**config.mk**
```make
export PLATFORM = sky130hd
export DESIGN_NAME = slc_link_ctrl
export DESIGN_NICKNAME = d
export VERILOG_FILES = /design/src/design/slc_link_ctrl.v /design/src/design/slc_selfid_check.v
export VERILOG_INCLUDE_DIRS = /design/src /design/src/design
export SDC_FILE = /design/constraint.sdc
export NUM_CORES = 1
export LEC_CHECK = 0
export BUFFER_PORTS_ARGS = -buffer_cell sky130_fd_sc_hd__buf_4
export CAP_MARGIN = 25
export CELL_PAD_IN_SITES_DETAIL_PLACEMENT = 1
export CELL_PAD_IN_SITES_GLOBAL_PLACEMENT = 1
export CORE_AREA = 2 2 152 154
export CTS_BUF_LIST = sky130_fd_sc_hd__clkbuf_4
export DETAILED_ROUTE_END_ITERATION = 7
export DIE_AREA = 0 0 154 156
export PLACE_DENSITY_LB_ADDON = 0.1
export SYNTH_ARGS = -nofsm -noshare
export SYNTH_HDL_FRONTEND = slang
export SYNTH_SLANG_ARGS = --single-unit
export TNS_END_PERCENT = 30
```
**constraint.sdc**
```tcl
create_clock -name ref_clk -period 2.5 [get_ports ref_clk]
set_input_delay 0.375 -clock ref_clk [delete_from_list [all_inputs] [get_ports ref_clk]]
set_output_delay 0.375 -clock ref_clk [all_outputs]
set_load 0.05 [all_outputs]
```
**src/design/slc_consts.vh**
```
// Purpose: constants for the serial-bus link control bits
// Assumes: included by bare name from every design file
// Notes: bit numbers count from the lsb of the register word
//
// Notes on behaviour
// - id valid: accept packets for own node
// - id invalid: accept broadcast async packets only
// - self-id capture groups self-ids into fifo
// - self-id pair is quadlet then its inverse
// - status code 1h good, dh bad
// - capture keeps first quadlet of phy packets
// - force busy: busy ack to nonbroadcast async
// - otherwise busy ack only when fifo full
// - receive all plus iso enable: every channel
// - cycle-start capture stores cycle-start packets
// - async tx disabled: no arbitration, no send
// - bus reset clears async transmit enable
// - async rx disabled; bus reset clears it
// - iso tx disabled: no arbitration, no send
// - iso rx disabled: no iso packets taken
// - ack complete selected: good write gets 0001
// - ack complete off: good write gets 0010
// - transmitter reset bit pulses, self-clears
// - receiver reset bit pulses, self-clears
// - broadcast node 3fh always passes the address check; async rx enable still gates it
`ifndef SLC_CONSTS_VH
`define SLC_CONSTS_VH

`define SLC_ADDR_W       8
`define SLC_OFS_NODE     8'h04
`define SLC_OFS_CTRL     8'h08

`define SLC_B_NODE_ID_VALID      0
`define SLC_B_SELFID     1
`define SLC_B_BUSY       2
`define SLC_B_RAI        3
`define SLC_B_CYST       4
`define SLC_B_ASYNC_TX_EN      5
`define SLC_B_ASYNC_RX_EN      6
`define SLC_B_ISO_TX_EN      7
`define SLC_B_ISO_RX_EN      8
`define SLC_B_ACKC       9
`define SLC_B_TRANSMITTER_SOFT_RESET      10
`define SLC_B_RECEIVER_SOFT_RESET      11

`define SLC_BUS_LSB      0
`define SLC_BUS_MSB      9
`define SLC_NODE_LSB     10
`define SLC_NODE_MSB     15
`define SLC_BUS_RST      10'h3ff
`define SLC_NODE_RST     6'h3f
`define SLC_BCAST_NODE   6'h3f
`define SLC_BCAST_BUS    10'h3ff

`define SLC_ACK_COMPLETE 4'h1
`define SLC_ACK_PENDING  4'h2
`define SLC_ACK_BUSY_X   4'h4
`define SLC_SID_GOOD     4'h1
`define SLC_SID_BAD      4'hd

`endif

```
**src/design/slc_link_ctrl.v**
```verilog
// Purpose: link control register and the packet decisions it steers
// Assumes: packet, phy and fifo signals come from logic on ref_clk
// Notes: the decision for a header is ready one cycle after hdr_valid
//
// Decided for this implementation: the register addresses and the plain strobed port.
`timescale 1ns/100ps
`include "slc_consts.vh"

module slc_link_ctrl #(
    parameter DW = 32
) (
    // clock and reset
    input  wire                   ref_clk,
    input  wire                   nrst,
    // register port
    input  wire [`SLC_ADDR_W-1:0] addr,
    input  wire [31:0]            wdata,
    input  wire                   wr,
    input  wire                   rd,
    output reg  [31:0]            rdata,
    // bus events from the phy side
    input  wire                   bus_reset,
    input  wire                   phy_id_valid,
    input  wire [5:0]             phy_id,
    // received packet header
    input  wire                   hdr_valid,
    input  wire [5:0]             hdr_node,
    input  wire [9:0]             hdr_bus,
    input  wire                   hdr_async,
    input  wire                   hdr_write_req,
    input  wire                   hdr_iso,
    input  wire                   hdr_cycle_start,
    input  wire                   hdr_chan_match,
    input  wire                   hdr_err,
    // self-id and phy packet quadlets
    input  wire                   sid_valid,
    input  wire [DW-1:0]          sid_q,
    input  wire                   sid_done,
    input  wire                   phy_q_valid,
    input  wire                   phy_q_first,
    input  wire [DW-1:0]          phy_q,
    // general receive fifo
    input  wire                   fifo_full,
    output reg                    fifo_wr,
    output reg  [DW-1:0]          fifo_data,
    // receive decisions
    output reg                    rx_accept,
    output reg                    rx_store,
    output reg                    ack_valid,
    output reg  [3:0]             ack_code,
    // transmit requests
    input  wire                   tx_async_req,
    input  wire                   tx_iso_req,
    output reg                    tx_async_go,
    output reg                    tx_iso_go,
    // soft resets
    output reg                    transmitter_soft_reset,
    output reg                    receiver_soft_reset,
    // control levels
    output reg                    node_id_valid,
    output reg                    self_id_capture_en,
    output reg                    force_busy_ack,
    output reg                    iso_receive_all,
    output reg                    cycle_start_capture_en,
    output reg                    async_tx_en,
    output reg                    async_rx_en,
    output reg                    iso_tx_en,
    output reg                    iso_rx_en,
    output reg                    ack_complete_sel
);

    // ========================================================
    // register decode
    // ========================================================
    reg  [9:0] bus_number;
    reg  [5:0] node_number;
    wire       wr_ctrl = wr && (addr == `SLC_OFS_CTRL);
    wire       wr_node = wr && (addr == `SLC_OFS_NODE);
    wire [3:0] sid_status;

    reg [31:0] next_rdata;
    always @* begin
        next_rdata = 32'h0000_0000;
        if (rd && addr == `SLC_OFS_CTRL) begin
            next_rdata[`SLC_B_NODE_ID_VALID]  = node_id_valid;
            next_rdata[`SLC_B_SELFID] = self_id_capture_en;
            next_rdata[`SLC_B_BUSY]   = force_busy_ack;
            next_rdata[`SLC_B_RAI]    = iso_receive_all;
            next_rdata[`SLC_B_CYST]   = cycle_start_capture_en;
            next_rdata[`SLC_B_ASYNC_TX_EN]  = async_tx_en;
            next_rdata[`SLC_B_ASYNC_RX_EN]  = async_rx_en;
            next_rdata[`SLC_B_ISO_TX_EN]  = iso_tx_en;
            next_rdata[`SLC_B_ISO_RX_EN]  = iso_rx_en;
            next_rdata[`SLC_B_ACKC]   = ack_complete_sel;
            next_rdata[`SLC_B_TRANSMITTER_SOFT_RESET]  = 1'b0;
            next_rdata[`SLC_B_RECEIVER_SOFT_RESET]  = 1'b0;
        end else if (rd && addr == `SLC_OFS_NODE) begin
            next_rdata[`SLC_BUS_MSB:`SLC_BUS_LSB]   = bus_number;
            next_rdata[`SLC_NODE_MSB:`SLC_NODE_LSB] = node_number;
        end
    end

    always @(posedge ref_clk or negedge nrst) begin
        if (!nrst) begin
            rdata <= 32'h0000_0000;
        end else begin
            rdata <= next_rdata;
        end
    end

    // ========================================================
    // control register
    // ========================================================
    // a bus reset in the same cycle as a software write wins for async_tx_en
    // and async_rx_en only; the other control bits take the written value
    always @(posedge ref_clk or negedge nrst) begin
        if (!nrst) begin
            node_id_valid          <= 1'b0;
            self_id_capture_en     <= 1'b0;
            force_busy_ack         <= 1'b0;
            iso_receive_all        <= 1'b0;
            cycle_start_capture_en <= 1'b0;
            async_tx_en            <= 1'b0;
            async_rx_en            <= 1'b0;
            iso_tx_en              <= 1'b0;
            iso_rx_en              <= 1'b0;
            ack_complete_sel       <= 1'b0;
        end else begin
            if (wr_ctrl) begin
                node_id_valid          <= wdata[`SLC_B_NODE_ID_VALID];
                self_id_capture_en     <= wdata[`SLC_B_SELFID];
                force_busy_ack         <= wdata[`SLC_B_BUSY];
                iso_receive_all        <= wdata[`SLC_B_RAI];
                cycle_start_capture_en <= wdata[`SLC_B_CYST];
                async_tx_en            <= wdata[`SLC_B_ASYNC_TX_EN];
                async_rx_en            <= wdata[`SLC_B_ASYNC_RX_EN];
                iso_tx_en              <= wdata[`SLC_B_ISO_TX_EN];
                iso_rx_en              <= wdata[`SLC_B_ISO_RX_EN];
                ack_complete_sel       <= wdata[`SLC_B_ACKC];
            end
            if (bus_reset) begin
                async_tx_en <= 1'b0;
                async_rx_en <= 1'b0;
            end
        end
    end

    // ========================================================
    // self-clearing reset strobes
    // ========================================================
    always @(posedge ref_clk or negedge nrst) begin
        if (!nrst) begin
            transmitter_soft_reset <= 1'b0;
            receiver_soft_reset    <= 1'b0;
        end else begin
            transmitter_soft_reset <= wr_ctrl && wdata[`SLC_B_TRANSMITTER_SOFT_RESET];
            receiver_soft_reset    <= wr_ctrl && wdata[`SLC_B_RECEIVER_SOFT_RESET];
        end
    end

    // ========================================================
    // node address register
    // ========================================================
    always @(posedge ref_clk or negedge nrst) begin
        if (!nrst) begin
            bus_number  <= `SLC_BUS_RST;
            node_number <= `SLC_NODE_RST;
        end else begin
            if (wr_node) begin
                bus_number  <= wdata[`SLC_BUS_MSB:`SLC_BUS_LSB];
                node_number <= wdata[`SLC_NODE_MSB:`SLC_NODE_LSB];
            end
            // phy status transfer overrides a same-cycle write of node_number; bus_number still takes the write
            if (phy_id_valid) begin
                node_number <= phy_id;
            end
        end
    end

    // ========================================================
    // receive decision
    // ========================================================
    // broadcast always passes
    wire is_bcast  = (hdr_node == `SLC_BCAST_NODE);
    wire bus_ok    = (hdr_bus == bus_number) || (hdr_bus == `SLC_BCAST_BUS);
    wire own_match = node_id_valid && (hdr_node == node_number) && bus_ok;
    wire addr_ok   = is_bcast || own_match;
    wire async_ok  = hdr_async && async_rx_en && addr_ok;
    wire iso_ok    = hdr_iso && iso_rx_en && (iso_receive_all || hdr_chan_match);
    wire cyst_ok   = hdr_cycle_start && cycle_start_capture_en;
    wire take      = hdr_valid && !receiver_soft_reset && (async_ok || iso_ok || cyst_ok);
    // only addressed async packets are acknowledged
    wire need_ack  = hdr_valid && !receiver_soft_reset && async_ok && !is_bcast;

    reg [3:0] next_ack;
    always @* begin
        next_ack = `SLC_ACK_PENDING;
        if (force_busy_ack) begin
            next_ack = `SLC_ACK_BUSY_X;
        end else if (fifo_full) begin
            next_ack = `SLC_ACK_BUSY_X;
        end else if (hdr_write_req && ack_complete_sel) begin
            next_ack = `SLC_ACK_COMPLETE;
        end else begin
            next_ack = `SLC_ACK_PENDING;
        end
    end

    always @(posedge ref_clk or negedge nrst) begin
        if (!nrst) begin
            rx_accept <= 1'b0;
            rx_store  <= 1'b0;
            ack_valid <= 1'b0;
            ack_code  <= 4'h0;
        end else begin
            rx_accept <= take;
            // a busy answer means the packet is not stored
            rx_store  <= take && !(need_ack && next_ack == `SLC_ACK_BUSY_X);
            // damaged packets get no acknowledge at all
            ack_valid <= need_ack && !hdr_err;
            if (need_ack && !hdr_err) begin
                ack_code <= next_ack;
            end
        end
    end

    // ========================================================
    // self-id and phy packet capture
    // ========================================================
    wire sid_in  = self_id_capture_en && sid_valid;
    wire sid_end = self_id_capture_en && sid_done;

    slc_selfid_check #(
        .W (DW)
    ) u_sid (
        .ref_clk (ref_clk),
        .nrst    (nrst),
        .clr     (receiver_soft_reset),
        .q_valid (sid_in),
        .q       (sid_q),
        .done    (sid_end),
        .status  (sid_status)
    );

    // quadlets arrive one at a time; a full fifo drops the word,
    // the receiver logic outside is expected to have flagged it
    always @(posedge ref_clk or negedge nrst) begin
        if (!nrst) begin
            fifo_wr   <= 1'b0;
            fifo_data <= {DW{1'b0}};
        end else begin
            fifo_wr <= 1'b0;
            if (receiver_soft_reset || fifo_full) begin
                fifo_wr <= 1'b0;
            end else if (sid_in) begin
                fifo_wr   <= 1'b1;
                fifo_data <= sid_q;
            end else if (sid_end) begin
                fifo_wr   <= 1'b1;
                fifo_data <= {{(DW-4){1'b0}}, sid_status};
            end else if (self_id_capture_en && phy_q_valid && phy_q_first) begin
                fifo_wr   <= 1'b1;
                fifo_data <= phy_q;
            end
        end
    end

    // ========================================================
    // transmit gating
    // ========================================================
    always @(posedge ref_clk or negedge nrst) begin
        if (!nrst) begin
            tx_async_go <= 1'b0;
            tx_iso_go   <= 1'b0;
        end else begin
            tx_async_go <= tx_async_req && async_tx_en && !transmitter_soft_reset;
            tx_iso_go   <= tx_iso_req && iso_tx_en && !transmitter_soft_reset;
        end
    end

endmodule

```
**src/design/slc_selfid_check.v**
```verilog
// Purpose: pairs self-id quadlets and grades the captured burst
// Assumes: q_valid and done never fall in the same cycle
// Notes: an odd quadlet left at the end grades the burst bad
`timescale 1ns/100ps
`include "slc_consts.vh"

module slc_selfid_check #(
    parameter W = 32
) (
    // clock and reset
    input  wire         ref_clk,
    input  wire         nrst,
    input  wire         clr,
    // quadlet stream
    input  wire         q_valid,
    input  wire [W-1:0] q,
    input  wire         done,
    // grade
    output wire [3:0]   status
);
    reg [W-1:0] first_q;
    reg         second;
    reg         err;

    assign status = (err || second) ? `SLC_SID_BAD : `SLC_SID_GOOD;

    always @(posedge ref_clk or negedge nrst) begin
        if (!nrst) begin
            first_q <= {W{1'b0}};
            second  <= 1'b0;
            err     <= 1'b0;
        end else if (clr || done) begin
            second  <= 1'b0;
            err     <= 1'b0;
        end else if (q_valid) begin
            second  <= ~second;
            if (!second) begin
                first_q <= q;
            end else if (q != ~first_q) begin
                err <= 1'b1;
            end
        end
    end
endmodule

```
# Yosys cells after proc, flatten, opt, wreduce, memory -nomap -nowiden
# Index checks and enable logic that the tools add are counted.
[classes]
n_eq_ne = 8
mux = 26
bitwise_logic = 4
reduce_logical = 51
[ops]
columns = ["cell", "n"]
rows = [
  ["$mux 32", 3],
  ["$ne 32x32->1", 1],
  ["$not 32->32", 1],
  ["$logic_and 1x1->1", 29],
  ["$mux 16", 1],
  ["$mux 1", 14],
  ["$mux 12", 1],
  ["$mux 6", 2],
  ["$eq 10x10->1", 1],
  ["$eq 10x10->1 const B", 1],
  ["$reduce_bool 2->1", 5],
  ["$eq 8x3->1 const B", 1],
  ["$eq 8x4->1 const B", 1],
  ["$logic_or 1x1->1", 8],
  ["$mux 4", 2],
  ["$eq 6x6->1", 1],
  ["$eq 6x6->1 const B", 1],
  ["$mux 3", 2],
  ["$reduce_and 3->1", 2],
  ["$logic_not 1->1", 5],
  ["$eq 4x3->1 const B", 1],
  ["$not 1->1", 3],
  ["$reduce_bool 3->1", 1],
  ["$mux 2", 1],
  ["$reduce_and 2->1", 1],
]
[word_totals]
reg_bits = 120
input_bits = 146
output_inout_bits = 86
word_cells = 115

# Logic depth before layout (Yosys ltp)
# Gate-level depths: netlist (run 1).
[depth]
ltp_word = 10
depth_mapped = 7
mapped_depth_nobuf = 5

# By module
# A second synthesis (run 1) with hierarchy kept.
[unflattened]
hier_cells = 476
hier_area_um2 = 5726.7
[modules_own_cells]
columns = ["module", "instances", "cells_each", "area_per_inst_um2", "seq_area_each_um2"]
rows = [
  ["slc_link_ctrl", 1, 351, 3910.0, 2147.1],
  ["slc_selfid_check", 1, 125, 1816.7, 850.8],
]

# Worst setup path before layout (run 1)
# No wires, ideal clock.
[synth_path]
path_kind = "reg2reg"
from = "reg node_id_valid"
to = "reg ack_code[0]"
setup_ps = 125
t_arrival_ps = 1963
required_ps = 2375
slack_ps = 413
stages_incl_launch_ff = 5
n_path_buf = 0
period_less_slack_ps = 2087
cell_sequence = "dfrtp_1 nand4_1 or4_4 nor4b_2 mux2_2"
[synth_via]
elab_chain_cells = 7
[synth_rtl]
columns = ["item", "line_no", "text"]
rows = [
  ["start: declaration", "slc_link_ctrl.v:60", "output reg node_id_valid,"],
  ["start signal: assignment", "slc_link_ctrl.v:130", "node_id_valid <= wdata[`SLC_B_NODE_ID_VALID];"],
  ["$logic_and 1x1->1 (2 in series)", "slc_link_ctrl.v:186", "wire own_match = node_id_valid && (hdr_node == node_number) && bus_ok;"],
  ["$logic_or 1x1->1", "slc_link_ctrl.v:187", "wire addr_ok = is_bcast || own_match;"],
  ["$logic_and 1x1->1", "slc_link_ctrl.v:188", "wire async_ok = hdr_async && async_rx_en && addr_ok;"],
  ["$logic_and 1x1->1 (2 in series)", "slc_link_ctrl.v:193", "wire need_ack = hdr_valid && !receiver_soft_reset && async_ok && !is_bcast;"],
  ["$logic_and 1x1->1", "slc_link_ctrl.v:221", "if (need_ack && !hdr_err) begin"],
  ["end signal: assignment", "slc_link_ctrl.v:222", "ack_code <= next_ack;"],
  ["end: declaration", "slc_link_ctrl.v:50", "output reg [3:0] ack_code,"],
]
# No other way between the ends.
# A chain may end at the register's enable or synchronous reset.

# Worst setup path in the final report (run 1)
[layout_path]
from = "reg node_number[3]"
to = "reg ack_code[0]"
[layout_via]
elab_chain_cells = 8
[layout_rtl]
columns = ["item", "line_no", "text"]
rows = [
  ["start: declaration", "slc_link_ctrl.v:76", "reg [5:0] node_number;"],
  ["start signal: assignment", "slc_link_ctrl.v:167", "node_number <= `SLC_NODE_RST;"],
  ["start signal: assignment", "slc_link_ctrl.v:171", "node_number <= wdata[`SLC_NODE_MSB:`SLC_NODE_LSB];"],
  ["start signal: assignment", "slc_link_ctrl.v:175", "node_number <= phy_id;"],
  ["$eq 6x6->1", "slc_link_ctrl.v:186", ""],
  ["$logic_and 1x1->1 (2 in series)", "slc_link_ctrl.v:186", ""],
  ["$logic_or 1x1->1", "slc_link_ctrl.v:187", ""],
  ["$logic_and 1x1->1", "slc_link_ctrl.v:188", ""],
  ["$logic_and 1x1->1 (2 in series)", "slc_link_ctrl.v:193", ""],
  ["$logic_and 1x1->1", "slc_link_ctrl.v:221", ""],
]
# No other way between the ends.

==> results of run 1 <==
cell families after synthesis:
family | count (synthesis) | share of synthesized area
AOI/OAI and AO/OA | 95 | 0.110
xor gates and xnor gates | 49 | 0.0776
buffers and inverters | 41 | 0.0416
DFF | 119 | 0.542
muxes | 61 | 0.122
other | 1 | 0.000678
and+or+nand+nor | 102 | 0.106
final cells by class:
cell class | instances | area, sq um | area share
repair buffers | 214 | 1640 | 0.213
flip-flops and latches | 119 | 3000 | 0.389
clock buffers | 17 | 128 | 0.0165
diodes | 2 | 5.00 | 0.000649
inverters | 3 | 11.3 | 0.00146
well taps | 285 | 357 | 0.0462
clock inverters | 15 | 201 | 0.0261
multi-input cells | 324 | 2370 | 0.307
metrics by stage:
step	power [mW]	std cells	worst slack (ns)	hold WS, ns
5_1_grt	6.16	979	0.129	0.0113
4_1_cts	5.93	976	0.198	0.000195
3_3_place_gp	4.22	940	0.301	0.420
3_5_place_dp	4.27	940	0.246	0.429
6_report	5.82	979	0.240	0.0558
2_1_floorplan	3.60	484	0.413	0.0794
synthesized netlist by cell type, drive strengths merged:
| cell type | count | share of area |
|---|---|---|
| a211o | 1 | 0.0016 |
| a21oi | 5 | 0.0045 |
| a22o | 10 | 0.016 |
| a22oi | 30 | 0.041 |
| a31oi | 1 | 0.0011 |
| and2 | 9 | 0.010 |
| and3 | 1 | 0.0011 |
| and3b | 2 | 0.0032 |
| buf | 24 | 0.030 |
| clkbuf | 14 | 0.0095 |
| conb | 1 | 0.00068 |
| dfrtp | 103 | 0.47 |
| dfstp | 16 | 0.076 |
| inv | 3 | 0.0020 |
| mux2 | 53 | 0.11 |
| mux2i | 8 | 0.014 |
| nand2 | 47 | 0.032 |
| nand2b | 1 | 0.0011 |
| nand3 | 2 | 0.0018 |
| nand4 | 12 | 0.014 |
| nand4b | 2 | 0.0059 |
| nor2 | 8 | 0.0054 |
| nor2b | 1 | 0.0011 |
| nor3 | 3 | 0.0048 |
| nor3b | 2 | 0.0068 |
| nor4 | 4 | 0.0045 |
| nor4b | 2 | 0.0043 |
| nor4bb | 1 | 0.0018 |
| o211a | 1 | 0.0018 |
| o211ai | 1 | 0.0014 |
| o21a | 2 | 0.0027 |
| o21ai | 43 | 0.039 |
| o22ai | 1 | 0.0011 |
| or2 | 2 | 0.0023 |
| or4 | 2 | 0.0041 |
| or4b | 1 | 0.0018 |
| xnor2 | 4 | 0.0063 |
| xor2 | 45 | 0.071 |
worst max-delay path by stage:
| stage | startpoint | endpoint | slack [ns] |
|---|---|---|---|
| 6_report | node_number[3]$_DFFE_PN1P_ | ack_code[0]$_DFFE_PN0P_ | 0.24 |
| 3_5_place_dp | node_number[3]$_DFFE_PN1P_ | ack_code[1]$_DFFE_PN0P_ | 0.25 |
| 4_1_cts | node_number[3]$_DFFE_PN1P_ | ack_code[0]$_DFFE_PN0P_ | 0.20 |
| 3_3_place_gp | addr[5] | bus_number[5]$_DFFE_PN1P_ | 0.30 |
| 2_1_floorplan | node_id_valid$_DFFE_PN0P_ | ack_code[0]$_DFFE_PN0P_ | 0.41 |
| 5_1_grt | node_number[3]$_DFFE_PN1P_ | ack_code[2]$_DFFE_PN0P_ | 0.13 |
cells in the final DEF, fill, tap and decap left out, types with 8 or more instances in the layout:
cell / instances
sky130_fd_sc_hd__nor2_1: 8
sky130_fd_sc_hd__clkbuf_4: 17
sky130_fd_sc_hd__mux2i_1: 8
sky130_fd_sc_hd__buf_4: 207
sky130_fd_sc_hd__mux2_2: 45
sky130_fd_sc_hd__a22o_1: 10
sky130_fd_sc_hd__xor2_1: 45
sky130_fd_sc_hd__a22oi_1: 30
sky130_fd_sc_hd__mux2_1: 8
sky130_fd_sc_hd__dfstp_2: 16
sky130_fd_sc_hd__nand2_1: 46
sky130_fd_sc_hd__and2_1: 9
sky130_fd_sc_hd__conb_1: 17
sky130_fd_sc_hd__nand4_1: 12
sky130_fd_sc_hd__dfrtp_1: 103
sky130_fd_sc_hd__o21ai_0: 42
worst register-to-register path: stages (launching register included):
cell                      delay [ns]
sky130_fd_sc_hd__dfstp_2        0.57
sky130_fd_sc_hd__xnor2_1        0.12
sky130_fd_sc_hd__nand4_1        0.13
sky130_fd_sc_hd__or4_4          0.46
sky130_fd_sc_hd__nor4b_2        0.47
sky130_fd_sc_hd__mux2_2         0.39
timing repair:
action | CTS | global route
resized for setup | 0 | 0
hold buffers | 4 | 1
hold endpoints to repair | 36 | 1
state kept, by name, summed over array words and instances (netlist names), 3 cells and up:
name and flops:
ack_code 3, bus_number 10, rdata 16, u_sid.first_q 32, fifo_data 32, node_number 6
power by group through the flow:
stage	Combinational, mW	Sequential (mW)	Clock [mW]
after floorplan	0.554	3.04	0
after global placement	1.70	2.52	0
after detailed placement	1.73	2.55	0
after CTS	1.74	2.51	1.69
after global routing	1.84	2.55	1.77
final	1.70	2.50	1.61
layer usage:
| layer | GRT usage | up-vias | part of all wire |
|---|---|---|---|
| li1 | - | 2057 | - |
| met1 | 0.164 | 2140 | 0.40 |
| met2 | 0.252 | 154 | 0.50 |
| met3 | 0.0522 | 19 | 0.079 |
| met4 | 0.0534 | 0 | 0.020 |
| met5 | 0 | - | 0 |
==> metrics.txt, run 1 <==
weighted congestion at the end of routability-driven global placement=between 0.7 and 0.8; y dimension of the die=around 160 um; Inserted Clock Buffers=17; fin crit share=0.904; core utilization of the finished layout=0.345; pin count of the biggest net entering global routing=66; DRT Wirelength=17100 um; shortest clock period the worst path allows after layout=about 2.3 ns; f_max=roughly 440 MHz; startpoint type of the worst setup path=flop; reported max-cap violation count=0; detailed-route DRC error count=0; buffers and inverters on the worst path=0; hold_sp=wdata[3]; Clk network pwr share=0.277; combined global-route utilization of all metal layers=0.145; leak pwr=roughly 4 nW; die footprint=24000 sq um; CTS sink cnt=119; hpwl dp=between 10000 and 15000 um; clock tree from TritonCTS=built; WP depth=5; PD cells=754 nW/um^2; register-to-register path setup slack=roughly 0.24 ns; number of cells on the worst reg-to-reg path=5; number of synthesized register bits=around 120; status=complete, no violations; Flop pwr share=0.430; Max-slew headroom=0.362; Crit Path Max Fanout=4; Crit path required time=just under 3 ns; initial antenna violation count=1; violation count after the first detailed-route iteration=99; mean instance size in the synthesized netlist=11.8 sq um; Final Cell Area=around 7700 sq um; summed instance area of the synthesized netlist=between 5000 and 6000 sq um; buffers inserted by post-CTS timing repair=0; reg-to-reg critical path startpoint=node_number[3]$_DFFE_PN1P_; H-tree depth=4; crit end category=flop; critical path, cell by cell=xnor2_1 > nand4_1 > or4_4 > nor4b_2 > mux2_2; root buffer selected by CTS=sky130_fd_sc_hd__clkbuf_4; start-to-end type of the worst setup path=reg -> reg; WL per Instance=around 17 um; worst clock skew=approximately 0.022 ns; Placement Rows=55; CTS clock-pin slew for the worst setup and hold paths=~0.13 ns; Fill cells=between 2k and 3k; Initial DRT Pass Iterations=4; hold violation total from the final report=0; number of instances in the synthesized netlist=around 470; Critical-path top delay cell=sky130_fd_sc_hd__dfstp_2; Comb pwr share=0.293; IR Drop Worst-Case VDD=~0.00026 V; maximum buffer depth of the clock tree=2; Switch Pwr=~2.1 mW; proportion of layout cells with a drive suffix above 1=0.452; total global routing overflow=0; transition time at the pin with the least slew margin=approximately 0.96 ns; via count normalized by instance count=4.46; global-route wire length before repair=approximately 26000 um; vias after detailed routing=between 4k and 5k; placed cell areas=around 7300 sq um; area of the core=22400 sq um; number of antenna-violating nets in the routed design=0; count of cell types in the netlist=47; total negative slack=0 ns; Hold Crit Depth=2; Critical R2R Capture=ack_code[0]$_DFFE_PN0P_; delay of the slowest cell on the worst path=about 0.57 ns; number of setup violations in the final report=0; Clk Latency, worst-skew pair=about 0.54 ns; growth of design area from synthesis to finish=39.4%; IO buf count=a little under 200; Initial Utilization=0.247; Switching Share=0.358; end point of the worst hold path=iso_receive_all$_DFFE_PN0P_; top cell family by delay on the critical path=simple AND/OR/NAND/NOR gates; number of global-route vias before repair=a little under 5k; data arrival time at the worst-slack endpoint=about 2.7 ns; internal power summed over all cells=between 3 and 4 mW; Worst Hold Class=in -> reg; part of the Yosys area used for sequential elements=0.542; number of placed I/O pins=232; pins over their slew limit=0; unrepaired setup endpoints after global routing=false; overall die width=roughly 150 um; synth warn=0; number of nets in the finished design=825
Note: power is estimated with default switching activity, not from simulation.
==> run 2, diff against run 1 <==
Settings changed: CORE_AREA 2 2 152 154 to 2 2 124 126, DIE_AREA 0 0 154 156 to 0 0 126 128.
==> run 2 against run 1 <==
Net effect: first-iteration DRC count is 15% higher; clock-buffer cell count grew 3; core utilization up 16 points; worst setup slack gained 0.073 ns; register-to-register slack better by 0.07 ns; global-route usage rose by 5.4 points; flip-flop and latch count did not move.
==> metrics.txt, run 2 (same netlist as run 1, synthesis figures left out) <==
status=complete, no violations; violation count after the first detailed-route iteration=between 100 and 150; hold violation total from the final report=0; Critical R2R Capture=ack_code[2]$_DFFE_PN0P_; Inserted Clock Buffers=17; via count normalized by instance count=4.99; PD cells=~730 nW/um^2; worst clock skew=roughly 0.014 ns; leak pwr=3.89 nW; core utilization of the finished layout=0.505; Initial DRT Pass Iterations=4; hold slack=0.0568 ns; weighted congestion at the end of routability-driven global placement=about 0.77; sum of internal, switching and leakage power=between 5 and 6 mW; Max-slew headroom=0.651; Crit Path Max Fanout=4; f_max=457 MHz; start-to-end type of the worst setup path=reg -> reg; reported max-cap violation count=0; fin worst setup slack=0.313 ns; # placed instances=between 800 and 900; maximum buffer depth of the clock tree=2; placed cell areas=7190 sq um; Clk Latency, worst-skew pair=about 0.53 ns; combined global-route utilization of all metal layers=0.199; pins over their slew limit=0; area of the core=14900 sq um; critical path capture point=ack_code[2]$_DFFE_PN0P_; y dimension of the die=about 130 um; WL per Instance=approximately 18 um; growth of design area from synthesis to finish=35.7%; total global routing overflow=0; reg-to-reg critical path startpoint=node_number[3]$_DFFE_PN1P_; Final Cell Area=roughly 7500 sq um; Fill cells=approximately 1.6k; most frequent standard cell in the layout excluding fill and tap cells=sky130_fd_sc_hd__buf_4; startpoint type of the worst setup path=flop; Placement Rows=45; launching instance or port of the critical path=node_number[3]$_DFFE_PN1P_; Initial Utilization=0.372; register-to-register path setup slack=about 0.31 ns; top flop regs=fifo_data: 32 flops, u_sid.first_q: 32 flops, rdata: 16 flops; total negative slack=0 ns; pre-CTS WS=~0.32 ns; fin crit share=0.875; data arrival time at the worst-slack endpoint=about 2.6 ns; vias after detailed routing=around 4.4k; unrepaired setup endpoints after global routing=false; number of antenna-violating nets in the routed design=0; top library cells by usage in the layout, fill and taps aside=sky130_fd_sc_hd__buf_4, sky130_fd_sc_hd__dfrtp_1, sky130_fd_sc_hd__nand2_1; delay of the slowest cell on the worst path=~0.57 ns; initial antenna violation count=1; root buffer selected by CTS=sky130_fd_sc_hd__clkbuf_4; number of nets in the finished design=822; buffers inserted by post-CTS timing repair=0; detailed-route DRC error count=0; DRT Wirelength=15700 um; number of setup violations in the final report=0; area taken by multi-input logic gates=roughly 2400 sq um; clock tree from TritonCTS=built; Worst Hold Class=in -> reg; Critical-path top delay cell=sky130_fd_sc_hd__dfstp_2; CTS clock-pin slew for the worst setup and hold paths=approximately 0.10 ns; IR Drop Worst-Case VDD=~0.00028 V; global-route wire length before repair=24700 um; pin count of the biggest net entering global routing=66; critical path, cell by cell=xnor2_1 > nand4_1 > or4_4 > nor4b_2 > mux2_2; die footprint=about 16000 sq um; shortest clock period the worst path allows after layout=2.19 ns; crit end category=flop; transition time at the pin with the least slew margin=roughly 0.52 ns; proportion of layout cells with a drive suffix above 1=0.450; number of global-route vias before repair=4657; final instance count without filler cells=between 800 and 900; overall die width=126 um; CTS sink cnt=119; sequential cell area in the final layout=~3000 sq um; number of cells on the worst reg-to-reg path=5; number of placed I/O pins=between 200 and 250; hpwl dp=about 12000 um; IO buf count=around 200; H-tree depth=4; Crit path required time=~2.9 ns
==> run 2: cell count changes in the layout (fill, tap and decap cells not counted) <==
cell and change:
sky130_fd_sc_hd__buf_4 -2, sky130_fd_sc_hd__clkinv_2 +3, sky130_fd_sc_hd__clkinv_1 +2, sky130_fd_sc_hd__dlygate4sd3_1 -2, sky130_fd_sc_hd__inv_6 -3, sky130_fd_sc_hd__clkinv_4 -3
sky130_fd_sc_hd__buf_12 +1, sky130_fd_sc_hd__bufinv_16 -2, sky130_fd_sc_hd__clkbuf_4 +3
==> run 2: timing repair <==
| action | in CTS | in global routing |
|---|---|---|
| resized for setup | 0 | 0 |
| endpoints found under the hold margin | 33 | 0 |
| hold buffers | 3 | 0 |
==> run 2: per-layer routing <==
layer / vias up / track usage / routed length [um]
met5: - / 0 / 0
li1: 2052 / - / -
met3: 21 / 0.0626 / 1120
met2: 155 / 0.349 / 8000
met4: 0 / 0.0763 / 368
met1: 2156 / 0.227 / 6190
==> run 2: area by class of cell <==
| type | instances | share of cell area |
|---|---|---|
| antenna | 2 | 0.000667 |
| clock buffer | 20 | 0.0200 |
| clock inverter | 12 | 0.0148 |
| inverter | 3 | 0.00150 |
| multi-input combinational | 324 | 0.315 |
| sequential | 119 | 0.399 |
| tap | 188 | 0.0313 |
| timing repair buffer | 211 | 0.217 |
==> run 2: critical path, delay by kind of cell (launching register included) <==
kind | cells | cell delay [ns]
XOR/XNOR | 1 | 0.12
flip-flops | 1 | 0.57
multiplexers | 1 | 0.38
AND/OR/NAND/NOR | 3 | 1.01
==> run 2: worst min path at each step <==
| stage | from | to | slack [ns] | cells after the start |
|---|---|---|---|---|
| after global routing | wdata[1] | self_id_capture_en$_DFFE_PN0P_ | 0.01 | 2 |
| after CTS | phy_id[0] | node_number[0]$_DFFE_PN1P_ | 0.004 | 3 |
| after detailed placement | nrst | fifo_data[11]$_DFFE_PN0P_ | 0.36 | 1 |
| after floorplan | nrst | ack_code[0]$_DFFE_PN0P_ | 0.08 | 0 |
| after global placement | nrst | fifo_data[11]$_DFFE_PN0P_ | 0.35 | 1 |
| final | phy_id[0] | node_number[0]$_DFFE_PN1P_ | 0.06 | 3 |
==> run 2: power by group <==
group          total [mW]  internal, mW  switching, mW
combinational        1.70         0.656           1.05
sequential           2.50          2.28          0.223
clock                1.30         0.606          0.693
total                5.50          3.54           1.96
==> run 3, diff against run 2 <==
Settings changed: ABC_AREA set to 1, CORE_AREA 2 2 124 126 to 2 2 131 133, DIE_AREA 0 0 126 128 to 0 0 133 135.
==> run 3 against run 2 <==
Net effect: combinational power increased by 44%; clock skew is 0.00097 ns lower; global-route usage decreased by 0.29 points; hold slack hardly changed; wire length is 9.7% higher; critical path depth rose by 6; sequential power is 6% higher; total power increased by 16%; register-to-register slack improved by 0.37 ns; sequential share of layout area shrank 1.1 points; largest power group unchanged; synthesized area increased by 5.6%; worst setup slack improved by 0.37 ns.
==> metrics.txt, run 3 <==
Initial DRT Pass Iterations=4; maximum buffer depth of the clock tree=2; data arrival time at the worst-slack endpoint=about 2.2 ns; number of cells on the worst reg-to-reg path=11; xor/xnor cell area share of the yosys netlist=0.0390; Fill cells=between 1.5k and 2k; pins over their slew limit=0; IO buf count=roughly 200; post-synthesis compound-gate area fraction=0.0786; most frequent standard cell in the layout excluding fill and tap cells=sky130_fd_sc_hd__buf_4; Clk Latency, worst-skew pair=approximately 0.53 ns; via count normalized by instance count=roughly 4.7; f_max=approximately 550 MHz; Post-CTS Resized=0; share of synthesized registers carrying an async set or reset=1.00; violation count after the first detailed-route iteration=around 160; mean instance size in the synthesized netlist=8.94 sq um; top library cells by usage in the layout, fill and taps aside=sky130_fd_sc_hd__buf_4, sky130_fd_sc_hd__nand2_1, sky130_fd_sc_hd__dfrtp_1; Inserted Clock Buffers=17; placed cell areas=7460 sq um; part of the Yosys area used for sequential elements=0.513; pin count of the biggest net entering global routing=64; Critical R2R Capture=ack_code[0]$_DFFE_PN0P_; start-to-end type of the worst setup path=reg -> reg; count of cell types in the netlist=42; H-tree depth=4; number of instances in the synthesized netlist=between 600 and 700; transition time at the pin with the least slew margin=roughly 0.7 ns; number of nets in the finished design=between 1k and 1.5k; reported max-cap violation count=0; status=complete, no violations; summed instance area of the synthesized netlist=approximately 6000 sq um; library cell with the highest instance count after synthesis=sky130_fd_sc_hd__nand2_1; die footprint=~18000 sq um; sequential cell area in the final layout=about 3000 sq um; CTS clock-pin slew for the worst setup and hold paths=0.10 ns; initial antenna violation count=1; clock tree from TritonCTS=built; synth warn=0; total global routing overflow=0; register-to-register path setup slack=around 0.7 ns; top flop regs=fifo_data: 32 flops, u_sid.first_q: 32 flops, rdata: 16 flops; number of antenna-violating nets in the routed design=0; IR Drop Worst-Case VDD=a little under 0.0004 V; share of Yosys cell area claimed by the top area cell type=0.441; number of setup violations in the final report=0; worst clock skew=between 0.01 and 0.015 ns; hpwl dp=around 13000 um; total negative slack=0 ns; detailed-route DRC error count=0; overall die width=133 um; area taken by multi-input logic gates=approximately 2400 sq um; PD cells=~830 nW/um^2; startpoint type of the worst setup path=flop; WL per Instance=15.8 um; sum of internal, switching and leakage power=between 6 and 7 mW; Crit Path Max Fanout=4; leading post-synthesis cells by instance count=sky130_fd_sc_hd__nand2_1, sky130_fd_sc_hd__dfrtp_1, sky130_fd_sc_hd__nor2_1; Placement Rows=47; hold violation total from the final report=0; fin crit share=0.727; combined global-route utilization of all metal layers=0.196; hold slack=around 0.057 ns; number of synthesized register bits=between 100 and 150; CTS sink cnt=~120; fraction of synthesized area in multiplexers=0.0501; top cells by area, synth=sky130_fd_sc_hd__dfrtp_1, sky130_fd_sc_hd__nand2_1, sky130_fd_sc_hd__dfstp_2; dominant combinational cell family by area after synthesis=simple AND/OR/NAND/NOR gates; number of placed I/O pins=around 230; unrepaired setup endpoints after global routing=false; proportion of layout cells with a drive suffix above 1=0.341; number of global-route vias before repair=5504; weighted congestion at the end of routability-driven global placement=approximately 0.8; growth of design area from synthesis to finish=32.2%; hold_sp=wdata[7]; cell type contributing the most total cell area after synthesis=sky130_fd_sc_hd__dfrtp_1; global-route wire length before repair=roughly 28000 um; root buffer selected by CTS=sky130_fd_sc_hd__clkbuf_4; area of the core=~16000 sq um; Hold Crit Depth=3; fraction of the mapped netlist area in simple logic gates=0.235; DRT Wirelength=17200 um; Crit path required time=2.92 ns; shortest clock period the worst path allows after layout=between 1.5 and 2 ns; crit end category=flop; Initial Utilization=0.356; Worst Hold Class=in -> reg; reg-to-reg critical path startpoint=node_number[1]$_DFFE_PN1P_; number of flops mapped to enable cells by yosys=0; end point of the worst hold path=bus_number[7]$_DFFE_PN1P_; post-synthesis adder-cell area fraction=0; Final Cell Area=just under 8000 sq um; vias after detailed routing=slightly above 5k; most frequently used flop master after synthesis=sky130_fd_sc_hd__dfrtp_1; y dimension of the die=roughly 140 um; leak pwr=3.98 nW; Max-slew headroom=0.530
run 3: cell types whose count changed in the layout (fill, tap and decap cells not counted), sizes merged, moves of 8 or more:
cell,change
a31oi,+28
nand3,+33
nand2,+140
o21ai,-21
mux2,-27
a22oi,-30
xor2,-33
inv,+51
a22o,-10
xnor2,+10
nor2,+57
or2,+9
mux2i,-8
and2,-9
run 3: repair_timing:
| item | 4_1_cts | 5_1_grt |
|---|---|---|
| hold endpoints to repair | 43 | 0 |
| hold buffers | 1 | 0 |
| setup buffers | 0 | 0 |
run 3: worst max path at each step:
| stage | end | from | depth (start not counted) | slack [ns] |
|---|---|---|---|---|
| 4_1_cts | ack_code[0]$_DFFE_PN0P_ | node_number[1]$_DFFE_PN1P_ | 11 | 0.63 |
| 6_report | ack_code[0]$_DFFE_PN0P_ | node_number[1]$_DFFE_PN1P_ | 11 | 0.68 |
| 3_3_place_gp | rdata[2]$_DFF_PN0_ | addr[1] | 5 | 0.59 |
| 3_5_place_dp | rdata[5]$_DFF_PN0_ | addr[1] | 5 | 0.50 |
| 2_1_floorplan | u_sid.first_q[15]$_DFFE_PN0P_ | self_id_capture_en$_DFFE_PN0P_ | 6 | 0.76 |
| 5_1_grt | fifo_data[2]$_DFFE_PN0P_ | self_id_capture_en$_DFFE_PN0P_ | 8 | 0.50 |
run 3: final cells by class:
cell class	instances	share of cell area
clock inverters	14	0.0151
diodes	1	0.000324
inverters	55	0.0274
clock buffers	17	0.0165
well taps	220	0.0357
repair buffers	207	0.203
flip-flops and latches	119	0.388
multi-input cells	457	0.313
run 3: worst max-delay path, stage by stage, from the launching register on:
cell and delay [ns]:
sky130_fd_sc_hd__dfstp_2 0.55, sky130_fd_sc_hd__inv_1 0.06, sky130_fd_sc_hd__nand2_1 0.06, sky130_fd_sc_hd__o21ai_0 0.08
sky130_fd_sc_hd__nor2_1 0.10, sky130_fd_sc_hd__nand2_1 0.05, sky130_fd_sc_hd__nor2_1 0.22, sky130_fd_sc_hd__nand2_1 0.12
sky130_fd_sc_hd__nand2_1 0.11, sky130_fd_sc_hd__nand4_1 0.19, sky130_fd_sc_hd__nand2_1 0.13, sky130_fd_sc_hd__nand2_1 0.05
run 3: logic make-up after synthesis:
| family | count (synthesis) |
|---|---|
| XOR/XNOR | 26 |
| other | 1 |
| AND/OR/NAND/NOR | 315 |
| AO/OA/AOI/OAI | 73 |
| buffers and inverters | 93 |
| flip-flops | 119 |
| multiplexers | 26 |
run 3: metal layers:
metal,track usage,share of wire
met2,0.339,0.50
met1,0.237,0.42
met5,0,0
met4,0.0639,0.017
met3,0.0563,0.062
run 3: per-stage QoR:
step,cells,util,setup WS (ns)
after global placement,1057,0.455,0.590
final,1090,0.470,0.683
after CTS,1089,0.470,0.632
after floorplan,669,-,0.763
after detailed placement,1057,0.455,0.496
after global routing,1090,0.470,0.503
run 3: power by group:
| part | internal, mW | switching (mW) |
|---|---|---|
| registers | 2.38 | 0.275 |
| logic | 0.870 | 1.58 |
| clock network | 0.559 | 0.724 |
